## src/core/tick_map.svh

```systemverilog
// Register offsets, field positions, reset values and sizes of the tick unit
`ifndef TICK_MAP_SVH
`define TICK_MAP_SVH

`define TICK_ADDR_W        8
`define TICK_DATA_W        32
`define TICK_CTRL_OFS      8'h00
`define TICK_STAT_OFS      8'h04
`define TICK_MASK_OFS      8'h08
`define TICK_OPT_OFS       8'h0C

`define TICK_PEND_BIT      7
`define TICK_RATE_MSB      6
`define TICK_RATE_LSB      4
`define TICK_ACK_BIT       3
`define TICK_IE_BIT        2
`define TICK_RUN_BIT       1
`define TICK_STAT_EV_BIT   0
`define TICK_OPT_KEEP_BIT  0

`define TICK_RATE_RST      3'h0
`define TICK_MASK_RST      1'h0
`define TICK_OPT_RST       1'h0
`define TICK_DIV_STAGES    18
`define TICK_CLK_PERIOD_NS 4

`define TICK_RESP_OKAY     2'h0
`define TICK_RESP_SLVERR   2'h2

`endif

```

## src/core/tick_pkg.sv

```systemverilog
// Types shared by the periodic tick unit
package tick_pkg;

    typedef logic [2:0] rate_type;

    typedef struct packed {
        rate_type rate;
        logic     irq_en;
        logic     run;
    } ctrl_type;

    typedef struct packed {
        logic [7:0] addr;
        logic [7:0] data;
        logic       strb;
    } wr_req_type;

endpackage

```

## src/core/periodic_tick_unit.sv

```systemverilog
// Periodic tick unit: 18-stage divider, tick flag, AXI4-Lite register slave
// Notes on behaviour
// - Divider steps on oscillator reference clock rising edges.
// - Eighteen binary stages, eight selectable taps.
// - Run bit clear holds divider at zero.
// - Run bit set lets divider advance.
// - Overflow at selected tap sets pending flag.
// - Pending and enable raise CPU interrupt.
// - First tick at half period, then full.
// - Rate field picks divide ratio 262144..8.
// - Pending flag readable, never written directly.
// - Writing one to acknowledge clears pending.
// - Acknowledge stores nothing, reads zero.
// - Interrupt enable read/write, reset clears it.
// - Run bit reset-cleared; toggling restarts divider.
// - Wait mode keeps counting, blocks register access.
// - Stop with oscillator kept: runs, wakes.
// - Stop blocks access; no oscillator, no count.
`timescale 1ns/1ns
`include "tick_map.svh"

module periodic_tick_unit (
    // Clock and reset
    input  wire logic                      mclk_i,
    input  wire logic                      rst_n_i,
    // Oscillator reference and power modes
    input  wire logic                      osc_reference_clock_i,
    input  wire logic                      wait_mode_i,
    input  wire logic                      stop_mode_i,
    // AXI4-Lite write address and data
    input  wire logic [`TICK_ADDR_W-1:0]   axi_awaddr_i,
    input  wire logic                      axi_awvalid_i,
    output logic                           axi_awready_o,
    input  wire logic [`TICK_DATA_W-1:0]   axi_wdata_i,
    input  wire logic [3:0]                axi_wstrb_i,
    input  wire logic                      axi_wvalid_i,
    output logic                           axi_wready_o,
    // AXI4-Lite write response
    output logic [1:0]                     axi_bresp_o,
    output logic                           axi_bvalid_o,
    input  wire logic                      axi_bready_i,
    // AXI4-Lite read
    input  wire logic [`TICK_ADDR_W-1:0]   axi_araddr_i,
    input  wire logic                      axi_arvalid_i,
    output logic                           axi_arready_o,
    output logic [`TICK_DATA_W-1:0]        axi_rdata_o,
    output logic [1:0]                     axi_rresp_o,
    output logic                           axi_rvalid_o,
    input  wire logic                      axi_rready_i,
    // Interrupt and wake-up
    output logic                           irq_o,
    output logic                           wake_o
);

    localparam int STAGES = `TICK_DIV_STAGES;

    tick_pkg::ctrl_type         ctrl;
    tick_pkg::ctrl_type         next_ctrl;
    tick_pkg::wr_req_type       wr_req;
    logic                       tick_pending_flag;
    logic                       next_pending;
    logic                       stat_event;
    logic                       next_stat;
    logic                       irq_mask;
    logic                       next_mask;
    logic                       stop_osc_keep;
    logic                       next_keep;
    logic [STAGES-1:0]          count;
    logic [STAGES-1:0]          count_inc;
    logic                       osc_s1;
    logic                       osc_s2;
    logic                       osc_s3;
    logic                       osc_step;
    logic                       advance;
    logic                       ovf_event;
    logic                       aw_full;
    logic                       w_full;
    logic                       wr_go;
    logic                       wr_ok;
    logic                       ack_hit;
    logic                       ar_take;
    logic                       stat_read;
    logic                       bus_blocked;

    // tap decode, 8 of 18 stages
    function automatic logic [4:0] tap_index(input tick_pkg::rate_type rate);
        case (rate)
            3'h0:    tap_index = 5'h11;
            3'h1:    tap_index = 5'h10;
            3'h2:    tap_index = 5'h0F;
            3'h3:    tap_index = 5'h0E;
            3'h4:    tap_index = 5'h05;
            3'h5:    tap_index = 5'h04;
            3'h6:    tap_index = 5'h03;
            default: tap_index = 5'h02;
        endcase
    endfunction

    function automatic logic is_mapped(input logic [`TICK_ADDR_W-1:0] addr);
        if (addr == `TICK_CTRL_OFS) begin
            is_mapped = 1'b1;
        end else if (addr == `TICK_STAT_OFS) begin
            is_mapped = 1'b1;
        end else if (addr == `TICK_MASK_OFS) begin
            is_mapped = 1'b1;
        end else if (addr == `TICK_OPT_OFS) begin
            is_mapped = 1'b1;
        end else begin
            is_mapped = 1'b0;
        end
    endfunction

    assign bus_blocked = wait_mode_i | stop_mode_i;

    always_ff @(posedge mclk_i) begin
        if (!rst_n_i) begin
            osc_s1 <= 1'b0;
            osc_s2 <= 1'b0;
            osc_s3 <= 1'b0;
        end else begin
            osc_s1 <= osc_reference_clock_i;
            osc_s2 <= osc_s1;
            osc_s3 <= osc_s2;
        end
    end

    // one step per reference rising edge
    assign osc_step = osc_s2 & ~osc_s3;

    // stop runs only with oscillator kept
    assign advance   = ctrl.run & osc_step & ~(stop_mode_i & ~stop_osc_keep);
    assign count_inc = count + 1'b1;

    // tick on rising edge of selected tap
    // tap rises at half period first
    assign ovf_event = advance & ~count[tap_index(ctrl.rate)]
                     & count_inc[tap_index(ctrl.rate)];

    always_ff @(posedge mclk_i) begin
        if (!rst_n_i) begin
            count <= '0;
        end else if (!ctrl.run) begin
            count <= '0;
        end else if (advance) begin
            count <= count_inc;
        end
    end

    // Write path: address and data taken in either order
    assign wr_go = aw_full & w_full;
    assign wr_ok = wr_go & is_mapped(wr_req.addr) & ~bus_blocked;

    always_ff @(posedge mclk_i) begin
        if (!rst_n_i) begin
            aw_full       <= 1'b0;
            axi_awready_o <= 1'b1;
            wr_req.addr   <= 8'h00;
        end else if (axi_awvalid_i && axi_awready_o) begin
            aw_full       <= 1'b1;
            axi_awready_o <= 1'b0;
            wr_req.addr   <= axi_awaddr_i;
        end else if (wr_go) begin
            aw_full       <= 1'b0;
        end else if (axi_bvalid_o && axi_bready_i) begin
            axi_awready_o <= 1'b1;
        end
    end

    always_ff @(posedge mclk_i) begin
        if (!rst_n_i) begin
            w_full       <= 1'b0;
            axi_wready_o <= 1'b1;
            wr_req.data  <= 8'h00;
            wr_req.strb  <= 1'b0;
        end else if (axi_wvalid_i && axi_wready_o) begin
            w_full       <= 1'b1;
            axi_wready_o <= 1'b0;
            wr_req.data  <= axi_wdata_i[7:0];
            wr_req.strb  <= axi_wstrb_i[0];
        end else if (wr_go) begin
            w_full       <= 1'b0;
        end else if (axi_bvalid_o && axi_bready_i) begin
            axi_wready_o <= 1'b1;
        end
    end

    always_ff @(posedge mclk_i) begin
        if (!rst_n_i) begin
            axi_bvalid_o <= 1'b0;
            axi_bresp_o  <= `TICK_RESP_OKAY;
        end else if (wr_go) begin
            axi_bvalid_o <= 1'b1;
            axi_bresp_o  <= wr_ok ? `TICK_RESP_OKAY : `TICK_RESP_SLVERR;
        end else if (axi_bready_i) begin
            axi_bvalid_o <= 1'b0;
        end
    end

    assign ack_hit = wr_ok & wr_req.strb & (wr_req.addr == `TICK_CTRL_OFS)
                   & wr_req.data[`TICK_ACK_BIT];

    // Read path; a status read is its own clear
    assign ar_take   = axi_arvalid_i & axi_arready_o;
    assign stat_read = ar_take & ~bus_blocked & (axi_araddr_i == `TICK_STAT_OFS);

    always_ff @(posedge mclk_i) begin
        if (!rst_n_i) begin
            axi_arready_o <= 1'b1;
            axi_rvalid_o  <= 1'b0;
            axi_rdata_o   <= 32'h0000_0000;
            axi_rresp_o   <= `TICK_RESP_OKAY;
        end else if (ar_take) begin
            axi_arready_o <= 1'b0;
            axi_rvalid_o  <= 1'b1;
            axi_rdata_o   <= 32'h0000_0000;
            axi_rresp_o   <= `TICK_RESP_OKAY;
            if (bus_blocked || !is_mapped(axi_araddr_i)) begin
                axi_rresp_o <= `TICK_RESP_SLVERR;
            end else if (axi_araddr_i == `TICK_CTRL_OFS) begin
                axi_rdata_o[`TICK_PEND_BIT]                 <= tick_pending_flag;
                axi_rdata_o[`TICK_RATE_MSB:`TICK_RATE_LSB]  <= ctrl.rate;
                axi_rdata_o[`TICK_IE_BIT]                   <= ctrl.irq_en;
                axi_rdata_o[`TICK_RUN_BIT]                  <= ctrl.run;
            end else if (axi_araddr_i == `TICK_STAT_OFS) begin
                axi_rdata_o[`TICK_STAT_EV_BIT] <= stat_event;
            end else if (axi_araddr_i == `TICK_MASK_OFS) begin
                axi_rdata_o[`TICK_STAT_EV_BIT] <= irq_mask;
            end else begin
                axi_rdata_o[`TICK_OPT_KEEP_BIT] <= stop_osc_keep;
            end
        end else if (axi_rvalid_o && axi_rready_i) begin
            axi_arready_o <= 1'b1;
            axi_rvalid_o  <= 1'b0;
        end
    end

    // Next values of the software-visible state
    always_comb begin
        next_ctrl    = ctrl;
        next_mask    = irq_mask;
        next_keep    = stop_osc_keep;
        next_pending = tick_pending_flag;
        next_stat    = stat_event;
        if (wr_ok && wr_req.strb) begin
            if (wr_req.addr == `TICK_CTRL_OFS) begin
                next_ctrl.rate   = wr_req.data[`TICK_RATE_MSB:`TICK_RATE_LSB];
                next_ctrl.irq_en = wr_req.data[`TICK_IE_BIT];
                next_ctrl.run    = wr_req.data[`TICK_RUN_BIT];
            end else if (wr_req.addr == `TICK_MASK_OFS) begin
                next_mask = wr_req.data[`TICK_STAT_EV_BIT];
            end else if (wr_req.addr == `TICK_OPT_OFS) begin
                next_keep = wr_req.data[`TICK_OPT_KEEP_BIT];
            end
        end
        if (ack_hit) begin
            next_pending = 1'b0;
        end
        if (stat_read) begin
            next_stat = 1'b0;
        end
        // a new tick beats the clear
        if (ovf_event) begin
            next_pending = 1'b1;
            next_stat    = 1'b1;
        end
    end

    always_ff @(posedge mclk_i) begin
        if (!rst_n_i) begin
            ctrl.rate     <= `TICK_RATE_RST;
            ctrl.irq_en   <= 1'b0;
            ctrl.run      <= 1'b0;
            irq_mask      <= `TICK_MASK_RST;
            stop_osc_keep <= `TICK_OPT_RST;
        end else begin
            ctrl          <= next_ctrl;
            irq_mask      <= next_mask;
            stop_osc_keep <= next_keep;
        end
    end

    always_ff @(posedge mclk_i) begin
        if (!rst_n_i) begin
            tick_pending_flag <= 1'b0;
            stat_event        <= 1'b0;
        end else begin
            tick_pending_flag <= next_pending;
            stat_event        <= next_stat;
        end
    end

    always_ff @(posedge mclk_i) begin
        if (!rst_n_i) begin
            irq_o  <= 1'b0;
            wake_o <= 1'b0;
        end else begin
            irq_o  <= (next_pending & next_ctrl.irq_en) | (next_stat & next_mask);
            wake_o <= ovf_event & stop_mode_i;
        end
    end

    // Checks
    a_run_clear_zero: assert property (@(posedge mclk_i) disable iff (!rst_n_i)
        !ctrl.run |=> count == '0)
        else $error("divider not zero while stopped");

    a_tick_sets_flag: assert property (@(posedge mclk_i) disable iff (!rst_n_i)
        ovf_event |=> tick_pending_flag ##1 (irq_o == ctrl.irq_en || stat_event))
        else $error("tick did not set pending flag");

    a_irq_follows: assert property (@(posedge mclk_i) disable iff (!rst_n_i)
        (tick_pending_flag && ctrl.irq_en) |-> irq_o)
        else $error("interrupt missing while pending and enabled");

    a_tap_position: assert property (@(posedge mclk_i) disable iff (!rst_n_i)
        ovf_event |=> count[tap_index(ctrl.rate)] && count[1:0] == 2'h0)
        else $error("tick not at tap half period");

    a_ack_clears: assert property (@(posedge mclk_i) disable iff (!rst_n_i)
        (ack_hit && !ovf_event) |=> !tick_pending_flag)
        else $error("acknowledge did not clear flag");

    a_ack_reads_zero: assert property (@(posedge mclk_i) disable iff (!rst_n_i)
        axi_rvalid_o |-> !axi_rdata_o[`TICK_ACK_BIT])
        else $error("acknowledge bit read as one");

    a_no_direct_set: assert property (@(posedge mclk_i) disable iff (!rst_n_i)
        (!tick_pending_flag && !ovf_event) |=> !tick_pending_flag)
        else $error("pending flag set without tick");

    a_set_wins: assert property (@(posedge mclk_i) disable iff (!rst_n_i)
        (ack_hit && ovf_event) |=> tick_pending_flag)
        else $error("tick lost against acknowledge");

    a_stop_frozen: assert property (@(posedge mclk_i) disable iff (!rst_n_i)
        (stop_mode_i && !stop_osc_keep && ctrl.run) |=> $stable(count))
        else $error("divider moved in stop without oscillator");

    a_wait_counts: assert property (@(posedge mclk_i) disable iff (!rst_n_i)
        (wait_mode_i && !stop_mode_i && ctrl.run && osc_step) |=> count != $past(count))
        else $error("divider stalled in wait");

    a_stop_wake: assert property (@(posedge mclk_i) disable iff (!rst_n_i)
        (ovf_event && stop_mode_i) |=> wake_o)
        else $error("no wake on tick in stop");

    a_reset_clears: assert property (@(posedge mclk_i)
        !rst_n_i |=> !ctrl.irq_en && !ctrl.run && !irq_o)
        else $error("reset left enable or run set");

    c_tick_seen: cover property (@(posedge mclk_i) disable iff (!rst_n_i)
        ovf_event ##1 irq_o);
    c_set_and_ack: cover property (@(posedge mclk_i) disable iff (!rst_n_i)
        ack_hit && ovf_event);
    c_wake: cover property (@(posedge mclk_i) disable iff (!rst_n_i)
        wake_o);
    c_restart: cover property (@(posedge mclk_i) disable iff (!rst_n_i)
        ctrl.run ##1 !ctrl.run ##1 ctrl.run);

endmodule

```

## config.mk

```make
export PLATFORM = sky130hd
export DESIGN_NAME = periodic_tick_unit
export DESIGN_NICKNAME = d
export VERILOG_FILES = /design/src/core/tick_pkg.sv /design/src/core/periodic_tick_unit.sv
export VERILOG_INCLUDE_DIRS = /design/src /design/src/core
export SDC_FILE = /design/constraint.sdc
export NUM_CORES = 1
export LEC_CHECK = 0
export BUFFER_PORTS_ARGS = -buffer_cell sky130_fd_sc_hd__buf_2
export CAP_MARGIN = 20
export CORE_MARGIN = 2
export CORE_UTILIZATION = 36
export CTS_CLUSTER_DIAMETER = 120
export DETAILED_ROUTE_END_ITERATION = 12
export SETUP_SLACK_MARGIN = 0.4
export SYNTH_ARGS = -nofsm -noshare
export SYNTH_HDL_FRONTEND = slang
export SYNTH_SLANG_ARGS = --single-unit
```

## constraint.sdc

```tcl
create_clock -name mclk_i -period 4.2 [get_ports mclk_i]
set_clock_uncertainty 0.15 [all_clocks]
set_input_delay 0.63 -clock mclk_i [delete_from_list [all_inputs] [get_ports mclk_i]]
set_output_delay 0.63 -clock mclk_i [all_outputs]
set_load 0.03 [all_outputs]
```

## Yosys cells after proc, flatten, opt, wreduce, memory -nomap -nowiden

Index checks and enable logic that the tools add are counted.

- Bits in registers: 66
- Bits in latches: 0
- RAM bits: 0
- Memory bits (read-only): 0
- Input bits: 62
- Output and inout bits: 43
- Word-level logic and storage cells: 136
- Memories kept: 0

- $add $sub $neg: 1
- $mul: 0
- Divide/modulo/power cells: 0
- Order comparisons: 1
- Eq/ne operators: 14
- Shift operators: 0
- Multiplexer cells: 46
- Bitwise logic cells: 27
- Reductions and logical operators: 21

Operators with widths:

| cell | count |
|---|---|
| two-way mux 1 bit | 35 |
| case mux 5 bit (7 select lines) | 1 |
| equality test 8 x 4 -> 1 bit, second input constant | 4 |
| adder 18 x 1 -> 18 bit, second input constant | 1 |
| AND 1 bit | 18 |
| equality test 8 x 3 -> 1 bit, second input constant | 2 |
| logical NOT 8 bit | 2 |
| nonzero test 2 bit | 6 |
| binary-select mux 1 bit (select 5 bit) | 2 |
| two-way mux 2 bit | 5 |
| equality test 3 bit, second input constant | 3 |
| two-way mux 4 bit | 2 |
| AND reduction 2 bit | 4 |
| NOT 1 bit | 7 |
| equality test 3 x 2 -> 1 bit, second input constant | 2 |
| < comparator 5 x 6 -> 1 bit, second input constant | 1 |
| logical AND 1 bit | 5 |
| inequality test 2 x 1 -> 1 bit, second input constant | 2 |
| AND reduction 4 bit | 1 |
| equality test 3 x 1 -> 1 bit, second input constant | 1 |
| logical NOT 3 bit | 1 |
| two-way mux 3 bit | 1 |
| OR 1 bit | 2 |
| logical NOT 1 bit | 1 |
| logical OR 1 bit | 1 |

## Longest topological paths before layout

Gate-level depths: netlist of run 1.

- Depth in word-level cells: 14
- Gate-level depth with buffers: 7
- Mapped depth without buffers: 7

## Least setup slack after synthesis of run 1

No wires, ideal clock.

- Kind: input to register
- Start point: input wait_mode_i
- End point: register irq_o
- Setup time: 117 ps
- Arrival: 2010 ps
- Required time: 3933 ps
- Path slack: 1923 ps
- Cell stages on the path: 6
- Path buffers: 0
- Path through: or4_1 nor2_2 nand3b_2 o21ai_0 o31ai_2 a22o_1

- Word-level cells in the longest chain between the ends: 10
- Elaborated cells between the ends (all ways): 18
- Those cells by class: mux: 6; bitwise: 11; reduce/logical: 1

RTL lines:

| what | line | RTL |
|---|---|---|
| from (decl) | periodic_tick_unit.sv:28 | `input wire logic wait_mode_i,` |
| OR 1 bit (*) | periodic_tick_unit.sv:113 | `assign bus_blocked = wait_mode_i \| stop_mode_i;` |
| NOT 1 bit (*) | periodic_tick_unit.sv:151, periodic_tick_unit.sv:204 |  |
| AND 1 bit | periodic_tick_unit.sv:151 | `assign wr_ok = wr_go & is_mapped(wr_req.addr) & ~bus_blocked;` |
| AND 1 bit (3 in series) | periodic_tick_unit.sv:199 | `` assign ack_hit = wr_ok & wr_req.strb & (wr_req.addr == `TICK_CTRL_OFS) `` |
| two-way mux 1 bit | periodic_tick_unit.sv:255 | `if (ack_hit) begin` |
| two-way mux 1 bit | periodic_tick_unit.sv:262 | `if (ovf_event) begin` |
| AND 1 bit | periodic_tick_unit.sv:297 | `irq_o <= (next_pending & next_ctrl.irq_en) \| (next_stat & next_mask);` |
| OR 1 bit (*) | periodic_tick_unit.sv:297 |  |
| to (signal assigned) | periodic_tick_unit.sv:297 |  |
| to (decl) | periodic_tick_unit.sv:51 | `output logic irq_o,` |

Mark *: on every way between the ends. The rest lies on a longest branch, timed or not.
A chain may end at the register's enable or synchronous reset.

## Worst setup path in the final report of run 1

- Start point: register count[0]
- End point: register irq_o

- Word-level cells in the longest chain between the ends: 8
- Elaborated cells between the ends (all ways): 13
- Those cells by class: add/sub: 1; mux: 6; bitwise: 6

RTL lines:

| what | line | RTL |
|---|---|---|
| from (decl) | periodic_tick_unit.sv:68 | `logic [STAGES-1:0] count;` |
| from (signal assigned) | periodic_tick_unit.sv:145 | `count <= count_inc;` |
| parallel branches: the longest is 4 deep, another holds adder 18 x 1 -> 18 bit | - |  |
| AND 1 bit (*) | periodic_tick_unit.sv:137 | `& count_inc[tap_index(ctrl.rate)];` |
| two-way mux 1 bit | periodic_tick_unit.sv:262 |  |
| AND 1 bit | periodic_tick_unit.sv:297 |  |
| OR 1 bit (*) | periodic_tick_unit.sv:297 |  |

Mark *: on every way between the ends. The select of a mux whose other input is x is not followed.

==> flow_summary.json, run 1 <==
{
  "number_of_synthesized_flops_with_an_enable_pin": 0,
  "final_net_count": 463,
  "worst_voltage_drop_across_the_vdd_grid_v": 0.000149,
  "critPathLaunchType": "flip-flop",
  "synthDominantCellAreaShare": 0.418,
  "cts_max_level": 3,
  "timing.max_cap.violations": 0,
  "cpPeakStageDelay_ns": 0.44,
  "cp_data_arrival_time_ns": 2.58,
  "report.final.setup_viol": 0,
  "cts_tree": "yes",
  "globalRouteOverflowTotal": 0,
  "final.period_utilization": 0.580,
  "grt_antenna_before_repair": 0,
  "numPortBuffers": 49,
  "yosysWarnings": 0,
  "endpoint_kind": "flip-flop",
  "cellLeakagePower_nw": 1.42,
  "tightest_slew_ns": 0.609,
  "final_antenna_net_count": 0,
  "fmax_ghz": 0.410,
  "synth_cells": 353,
  "clock_latency_ns": 0.34,
  "firstDrtPassIters": 4,
  "critical-path-top-delay-family": "compound AO/OA/AOI/OAI gates",
  "maximum_number_of_pins_on_one_net_before_global_route_repair": 37,
  "clock-sinks": 64,
  "post-route-drc-count": 0,
  "dominant_register_cell_in_the_synthesized_netlist": "dfxtp_1",
  "critical_path_buf_inv_count": 0,
  "slew_headroom": 0.593,
  "placement_rows": 33,
  "seq_area_frac_synth": 0.418,
  "fillCellCount": 848,
  "antenna_cells": 0,
  "die_area_um2": 9270,
  "worstPathMaxFanout": 7,
  "outcome": "finished clean",
  "syn_avg_cell_area_um2": 8.69,
  "area_growth_syn_to_layout_pct": 13.3,
  "hold_path.class": "flip-flop to flip-flop",
  "place.detailed.hpwl_mm": 4.47,
  "synth_largest_area_cell": "dfxtp_1",
  "ys_types": 57,
  "cts_inserted_buffers": 9,
  "grt_setup_unrepaired": "false",
  "postLayoutCoreUtil": 0.423,
  "wl_per_cell_um": 12.1,
  "synth-seq-cells": 64,
  "drt_first_iter_violations": 95,
  "worst_case_clock_buffer_depth": 2,
  "synth.cell_area_um2": 3070,
  "globalRouteTotalUtil": 0.138,
  "worstSetupPathType": "flip-flop to flip-flop",
  "synth_area_leaders": "dfxtp_1 42%, buf_4 6.6%, nand2_1 6.4%",
  "dp.cells": 494,
  "finalHoldViolations": 0,
  "core_um2": 8220,
  "chipHeight_um": 96.3,
  "ctsResizeCount": 0,
  "finalWeightedCongestion": 0.750,
  "initial_core_util": 0.373,
  "dr_total_vias": 2444,
  "cts_root_buffer": "clkbuf_8",
  "timing.final.crit_period_ns": 2.44,
  "worstPathCellList": "ha_1, nand4_1, nor4_1, mux2i_1, o211ai_2, o31ai_1, a22o_1",
  "cell_pwr_density_nw_per_um2": 353,
  "asyncSetResetFlopFracSynth": 0,
  "io_pins": 105,
  "drv_slew": 0,
  "chipWidth_um": 96.3,
  "first_global_vias": 2074,
  "clock_pin_slew_on_the_worst_setup_and_hold_paths_ns": 0.07,
  "post_cts_hold_buffer_count": 0,
  "detail_route.wirelength_mm": 6.16,
  "grt_first_pass_wirelength_mm": 9.82,
  "vias_per_cell": 4.79,
  "number_of_setup_buffers_added_after_cts": 0,
  "p_total_w": 0.00123,
  "critical_path_data_required_time_ns": 4.34,
  "timing.setup.tns_ns": 0,
  "post_route_cells_drive_above_1_share": 0.220,
  "final-instance-count-excl-fill": 510,
  "cp_max_delay_cell": "dfxtp_1"
}
power by group:
part	switching, W	internal [W]	leakage, nW	total [W]
clock	0.000248	0.000232	0.0926	0.000480
sequential	0.0000106	0.000624	0.521	0.000634
combinational	0.0000800	0.0000316	0.808	0.000112
total	0.000339	0.000887	1.42	0.00123
layout by cell type, fill, tap and decap left out, types with 3 or more instances in the layout:
cell / instances
nand3_1: 6
xor2_1: 8
o21ai_0: 6
nand2_1: 52
mux2i_1: 10
nand3_2: 3
dfxtp_1: 64
and3_1: 3
nor4_1: 7
conb_1: 27
nor2_1: 38
nand2b_1: 4
or3_1: 3
buf_2: 49
nor3_1: 3
nand4_1: 7
a22oi_1: 6
inv_1: 6
a21oi_1: 28
xnor2_1: 9
and2_1: 8
clkbuf_8: 10
cells in the mapped netlist (all sizes together) (2+ instances only):
cell	instances
or3	3
nand2	52
dfxtp	64
nor3b	2
nand4	9
nor2	40
o211ai	3
a21oi	28
xnor2	9
a22oi	6
o21ai	6
clkbuf	7
nor4	8
inv	6
nand3b	2
o31ai	3
nand3	9
a21o	2
buf	34
nand2b	4
and3	3
mux2i	10
or4	3
nor3	4
and2	8
xor2	8
mux4	2
or2	2
cells by family after synthesis:
| logic type | synth area share |
|---|---|
| AND/OR/NAND/NOR | 0.264 |
| flip-flops | 0.418 |
| AO/OA/AOI/OAI | 0.120 |
| buffers and inverters | 0.0938 |
| XOR/XNOR | 0.0486 |
| multiplexers | 0.0510 |
| adder cells (fa/ha/maj) | 0.00408 |
| other | 0.00122 |
area by class of cell:
cell class	count	area, um2	share of cell area
flip-flops and latches	64	1280	0.369
clock inverters	6	43.8	0.0126
clock buffers	10	138	0.0396
well taps	105	131	0.0378
repair buffers	51	260	0.0749
inverters	7	26.3	0.00756
multi-input cells	267	1600	0.459
final timing paths:
kind	startpoint	endpoint	slack, ns	cells past startpoint
min	osc_s1$_SDFF_PN0_	osc_s2$_SDFF_PN0_	0.28	1
min reg2reg	osc_s1$_SDFF_PN0_	osc_s2$_SDFF_PN0_	0.28	1
max	count[0]$_SDFFE_PN0P_	irq_o$_SDFF_PN0_	1.76	7
max reg2reg	count[0]$_SDFFE_PN0P_	irq_o$_SDFF_PN0_	1.76	7
per-layer routing:
layer,routed length [um],global-route usage,vias up
met5,0,0,-
li1,-,-,1255
met2,2810,0.200,56
met4,127,0.0704,0
met1,2950,0.193,1122
met3,277,0.0282,11
metrics by stage:
step | hold WS, ns | area (um2) | setup slack [ns]
2_1_floorplan | 0.262 | 3160 | 1.92
3_3_place_gp | 0.267 | 3290 | 1.69
3_5_place_dp | 0.269 | 3290 | 1.67
4_1_cts | 0.286 | 3480 | 1.74
5_1_grt | 0.309 | 3480 | 1.53
6_report | 0.285 | 3480 | 1.76
sequential cells by signal (all words and copies together) (netlist names), 5 cells and up:
register	cells
count	18
wr_req	16
axi_rdata_o	7
ctrl	5
(Power assumes the default switching activity.)
==> run 2: changes to the inputs <==
==> constraint.sdc (replaced) <==
create_clock -name mclk_i -period 1.95 [get_ports mclk_i]
set_clock_uncertainty 0.15 [all_clocks]
set_input_delay 0.2925 -clock mclk_i [delete_from_list [all_inputs] [get_ports mclk_i]]
set_output_delay 0.2925 -clock mclk_i [all_outputs]
set_load 0.03 [all_outputs]
==> flow_summary.json, run 2 (synthesis results as in run 1) <==
{
  "cell_pwr_density_nw_per_um2": 710,
  "worstSetupPathType": "flip-flop to flip-flop",
  "cts_max_level": 3,
  "endpoint_kind": "flip-flop",
  "cts_tree": "yes",
  "placement_rows": 33,
  "post-route-drc-count": 0,
  "wl_per_cell_um": 12.7,
  "violations": "negative setup slack",
  "timing.max_cap.violations": 0,
  "area_growth_syn_to_layout_pct": 38.3,
  "critPathLaunchType": "flip-flop",
  "detailedPlace.worstSlack_ns": -0.0847,
  "slew_headroom": 0.579,
  "final_net_count": 515,
  "crit_path_frequent_cell": "buf_4",
  "final.period_utilization": 1.01,
  "postLayoutCellArea_um2": 4240,
  "firstDrtPassIters": 4,
  "io_pins": 105,
  "outcome": "finished, violations left",
  "worst-path-stages": 8,
  "grt_first_pass_wirelength_mm": 11.3,
  "grt_setup_unrepaired": "true",
  "antenna_cells": 0,
  "vias_per_cell": 4.81,
  "clock-sinks": 64,
  "metal1_wirelength_mm": 3.30,
  "drt_first_iter_violations": 69,
  "post-route-worst-setup-slack_ns": -0.0229,
  "globalRouteTotalUtil": 0.158,
  "worstPathMaxFanout": 3,
  "dr_total_vias": 2705,
  "detail_route.wirelength_mm": 7.12,
  "numPortBuffers": 49,
  "cts_inserted_buffers": 9,
  "post_route_cells_drive_above_1_share": 0.416,
  "route.met2.wl_mm": 3.39,
  "worst_case_clock_buffer_depth": 2,
  "critical_path_data_required_time_ns": 2.04,
  "cp_data_arrival_time_ns": 2.06,
  "fmax_ghz": 0.507,
  "worstPathCellList": "nand4_4, buf_4, nor4_4, buf_4, a21o_1, a2111oi_4, o31ai_2, a22o_1",
  "die_area_um2": 9270,
  "largest_register_ff_count": 18,
  "tightest_slew_ns": 0.630,
  "maximum_number_of_pins_on_one_net_before_global_route_repair": 19,
  "layout_common_cells": "49 x nand2_1, 49 x buf_2, 42 x dfxtp_1",
  "core_um2": 8220,
  "grt_antenna_before_repair": 0,
  "finalHoldViolations": 0,
  "final_antenna_net_count": 0,
  "cp_max_delay_cell": "a2111oi_4",
  "dr_top_layer": "met4",
  "fillCellCount": 752,
  "worst-r2r-cell-count": 8,
  "initial_core_util": 0.373,
  "place.detailed.hpwl_mm": 4.98,
  "dr_wl_met3_um": 285,
  "largest_registers": "count: 18 flops, wr_req: 16 flops, axi_rdata_o: 7 flops",
  "chipHeight_um": 96.3,
  "max_flop_register": "count",
  "report.final.setup_viol": 2,
  "worst_voltage_drop_across_the_vdd_grid_v": 0.000426,
  "chipWidth_um": 96.3,
  "hold_path.class": "input pin to flip-flop",
  "drv_slew": 0,
  "cpPeakStageDelay_ns": 0.44,
  "cts_root_buffer": "clkbuf_8",
  "first_global_vias": 2411,
  "hold-worst-slack_ns": 0.0220,
  "postPlaceCellArea_um2": 3670,
  "worst_hold_path.num_cells": 3,
  "clock_latency_ns": 0.35,
  "cellLeakagePower_nw": 1.82,
  "critical-path-top-delay-family": "compound AO/OA/AOI/OAI gates",
  "timing.final.crit_period_ns": 1.97,
  "clock_pin_slew_on_the_worst_setup_and_hold_paths_ns": 0.08,
  "globalRouteOverflowTotal": 0,
  "critical_path_buf_inv_count": 2,
  "finalWeightedCongestion": 0.795
}
run 2: cell types whose count changed in the layout (fill, tap and decap cells not counted), moves of 4 or more:
cell     before  now
buf_4         2   39
dfxtp_1      64   42
dfxtp_2       0   14
buf_6         0   13
dfxtp_4       0    8
nor4_1        7    3
run 2: what timing repair did:
action | CTS | global route
endpoints found under the hold margin | 1 | 0
hold buffers | 1 | 0
buffers inserted | 9 | 6
resized for setup | 42 | 17
cloned | 0 | 0
pin swaps | 23 | 26
endpoints found under the setup margin | 30 | 31
run 2: worst paths after layout:
kind	slack [ns]	end	from
worst max-delay path	-0.02	irq_o$_SDFF_PN0_	count[5]$_SDFFE_PN0P_
worst min-delay path	0.02	wr_req[9]$_SDFFE_PN0P_	axi_awaddr_i[0]
worst max register to register	-0.02	irq_o$_SDFF_PN0_	count[5]$_SDFFE_PN0P_
worst min register to register	0.29	osc_s2$_SDFF_PN0_	osc_s1$_SDFF_PN0_
run 2: through the flow:
step	power, W	util	cells	TNS (ns)
6_report	0.00301	0.516	562	-0.0328
5_1_grt	0.00313	0.516	562	-0.466
4_1_cts	0.00303	0.502	556	-0.0976
3_5_place_dp	0.00165	0.446	530	-0.169
3_3_place_gp	0.00165	0.446	530	-0.155
2_1_floorplan	0.00161	-	379	0
run 2: worst register-to-register path, stage by stage (launching register included):
cell       delay, ns
dfxtp_4         0.37
nand4_4         0.09
buf_4           0.13
nor4_4          0.05
buf_4           0.13
a21o_1          0.20
a2111oi_4       0.44
o31ai_2         0.11
a22o_1          0.20
run 2: metal layers:
layer | vias to the layer above | global-route usage
li1 | 1365 | -
met2 | 68 | 0.241
met5 | - | 0
met1 | 1260 | 0.213
met3 | 12 | 0.0274
met4 | 0 | 0.0845
run 2: cell type report:
cell class                      count  area, um2  area share
Multi-Input combinational cell    267       1800       0.423
Tap cell                          105        131      0.0310
Clock inverter                      6       95.1      0.0224
Clock buffer                       10        149      0.0351
Inverter                            7       26.3     0.00620
Sequential cell                    64       1330       0.313
Timing Repair Buffer              103        714       0.168
run 2: where the power goes:
group,internal [W],switching [W]
logic,0.0000907,0.000191
registers,0.00133,0.0000233
clock network,0.000813,0.000561
total,0.00224,0.000775
==> run 3: changes to the inputs <==
--- a/config.mk
+++ b/config.mk
@@ -12,6 +12,8 @@
 export CORE_UTILIZATION = 36
 export CTS_CLUSTER_DIAMETER = 120
 export DETAILED_ROUTE_END_ITERATION = 12
+export GPL_TIMING_DRIVEN = 0
+export REMOVE_ABC_BUFFERS = 1
 export SETUP_SLACK_MARGIN = 0.4
 export SYNTH_ARGS = -nofsm -noshare
 export SYNTH_HDL_FRONTEND = slang
==> flow_summary.json, run 3 (synthesis results as in run 1) <==
{
  "outcome": "finished, violations left",
  "violations": "negative setup slack",
  "p_int_w": 0.00187,
  "first_global_vias": 2365,
  "report.final.setup_viol": 3,
  "maximum_number_of_pins_on_one_net_before_global_route_repair": 37,
  "p_total_w": 0.00261,
  "power.switching_fraction": 0.285,
  "endpoint_kind": "flip-flop",
  "clock-sinks": 64,
  "die_area_um2": 9270,
  "globalRouteTotalUtil": 0.154,
  "largest_register_ff_count": 18,
  "hold_path.class": "input pin to flip-flop",
  "cp_data_arrival_time_ns": 2.16,
  "worst_voltage_drop_across_the_vdd_grid_v": 0.000465,
  "chipHeight_um": 96.3,
  "power_frac_clock": 0.382,
  "cts_inserted_buffers": 9,
  "post_route_cells_drive_above_1_share": 0.390,
  "placement_rows": 33,
  "drt_first_iter_violations": 89,
  "worstSetupPathType": "flip-flop to flip-flop",
  "firstDrtPassIters": 4,
  "drv_slew": 0,
  "initial_core_util": 0.373,
  "min-delay-start": "osc_reference_clock_i",
  "crit_start": "count[1]$_SDFFE_PN0P_",
  "grt_first_pass_wirelength_mm": 11.2,
  "power.sequential.fraction": 0.516,
  "p_comb_frac": 0.102,
  "final.period_utilization": 1.03,
  "vias_per_cell": 4.81,
  "final_net_count": 491,
  "timing.max_cap.violations": 0,
  "largest_registers": "count: 18 flops, wr_req: 16 flops, axi_rdata_o: 7 flops",
  "max_flop_register": "count",
  "antenna_cells": 0,
  "finalHoldViolations": 0,
  "power.net_switching_w": 0.000745,
  "wl_per_cell_um": 13.1,
  "hold-worst-slack_ns": 0.0176,
  "postLayoutCoreUtil": 0.490,
  "cellLeakagePower_nw": 1.67,
  "clock_latency_ns": 0.35,
  "worstPathMaxFanout": 3,
  "detail_route.wirelength_mm": 7.07,
  "grt_antenna_before_repair": 0,
  "finalWeightedCongestion": 0.818,
  "post_cts_hold_buffer_count": 0,
  "clock_pin_slew_on_the_worst_setup_and_hold_paths_ns": 0.07,
  "post-route-worst-setup-slack_ns": -0.0661,
  "timing.final.crit_period_ns": 2.02,
  "numPortBuffers": 49,
  "grt_setup_unrepaired": "true",
  "layout_common_cells": "49 x nand2_1, 49 x buf_2, 40 x dfxtp_1",
  "chipWidth_um": 96.3,
  "cts_root_buffer": "clkbuf_8",
  "area_growth_syn_to_layout_pct": 31.2,
  "critPathLaunchType": "flip-flop",
  "dr_total_vias": 2586,
  "post-route-drc-count": 0,
  "tightest_slew_ns": 0.623,
  "detailedPlace.worstSlack_ns": -0.525,
  "slew_headroom": 0.584,
  "final_antenna_net_count": 0,
  "worst_case_clock_buffer_depth": 2,
  "fmax_ghz": 0.496,
  "globalRouteOverflowTotal": 0,
  "io_pins": 105,
  "core_um2": 8220,
  "cts_max_level": 3,
  "worst_flop_to_flop_path_startpoint": "count[1]$_SDFFE_PN0P_",
  "cts_tree": "yes",
  "critical_path_data_required_time_ns": 2.09,
  "place.detailed.hpwl_mm": 4.50,
  "cell_pwr_density_nw_per_um2": 649
}
[run 3: timing repair]
item                       CTS  global route
gates cloned                 0             0
setup endpoints to repair   57            29
gates resized for setup     80            18
setup buffers               24             5
hold endpoints to repair     0             0
pin swaps                   36            14
[run 3: path summary, 6_finish.rpt]
check	end	slack (ns)	depth (start not counted)
setup / recovery	irq_o$_SDFF_PN0_	-0.07	7
hold / removal	osc_s1$_SDFF_PN0_	0.02	2
setup reg to reg	irq_o$_SDFF_PN0_	-0.07	7
hold reg to reg	osc_s2$_SDFF_PN0_	0.30	1
[run 3: worst max-delay path: stages, from the launching register on]
cell and delay [ns]:
dfxtp_4 0.36, ha_4 0.14, nand4_1 0.13, nor4_1 0.37, xnor2_1 0.18, o22ai_2 0.14, o31ai_2 0.32, a22o_1 0.18
[run 3: power groups by stage]
stage	logic, W	registers (W)	clock network, W
after detailed placement	0.000238	0.00140	0
after CTS	0.000259	0.00135	0.00103
final	0.000266	0.00135	0.000997
after global routing	0.000293	0.00135	0.00108
after floorplan	0.000148	0.00141	0
after global placement	0.000235	0.00139	0
[run 3: per-stage QoR]
stage | TNS (ns) | std cells | area [um2]
after detailed placement | -5.87 | 493 | 3280
after global routing | -0.419 | 538 | 4020
after floorplan | -2.24 | 338 | 2900
final | -0.131 | 538 | 4020
after CTS | -0.113 | 533 | 3900
after global placement | -15.11 | 492 | 3280
[run 3: final cells by class]
class                      instances  area [um2]
timing repair buffer              79         508
clock inverter                     7        48.8
tap                              105         131
inverter                           7        27.5
clock buffer                       9         124
multi-input combinational        267        1830
fill                             786        4190
sequential                        64        1350
[run 3: per-layer routing]
metal	track usage	part of all wire
met5	0	0
met4	0.0387	0.010
met3	0.0493	0.043
met2	0.244	0.48
met1	0.205	0.47
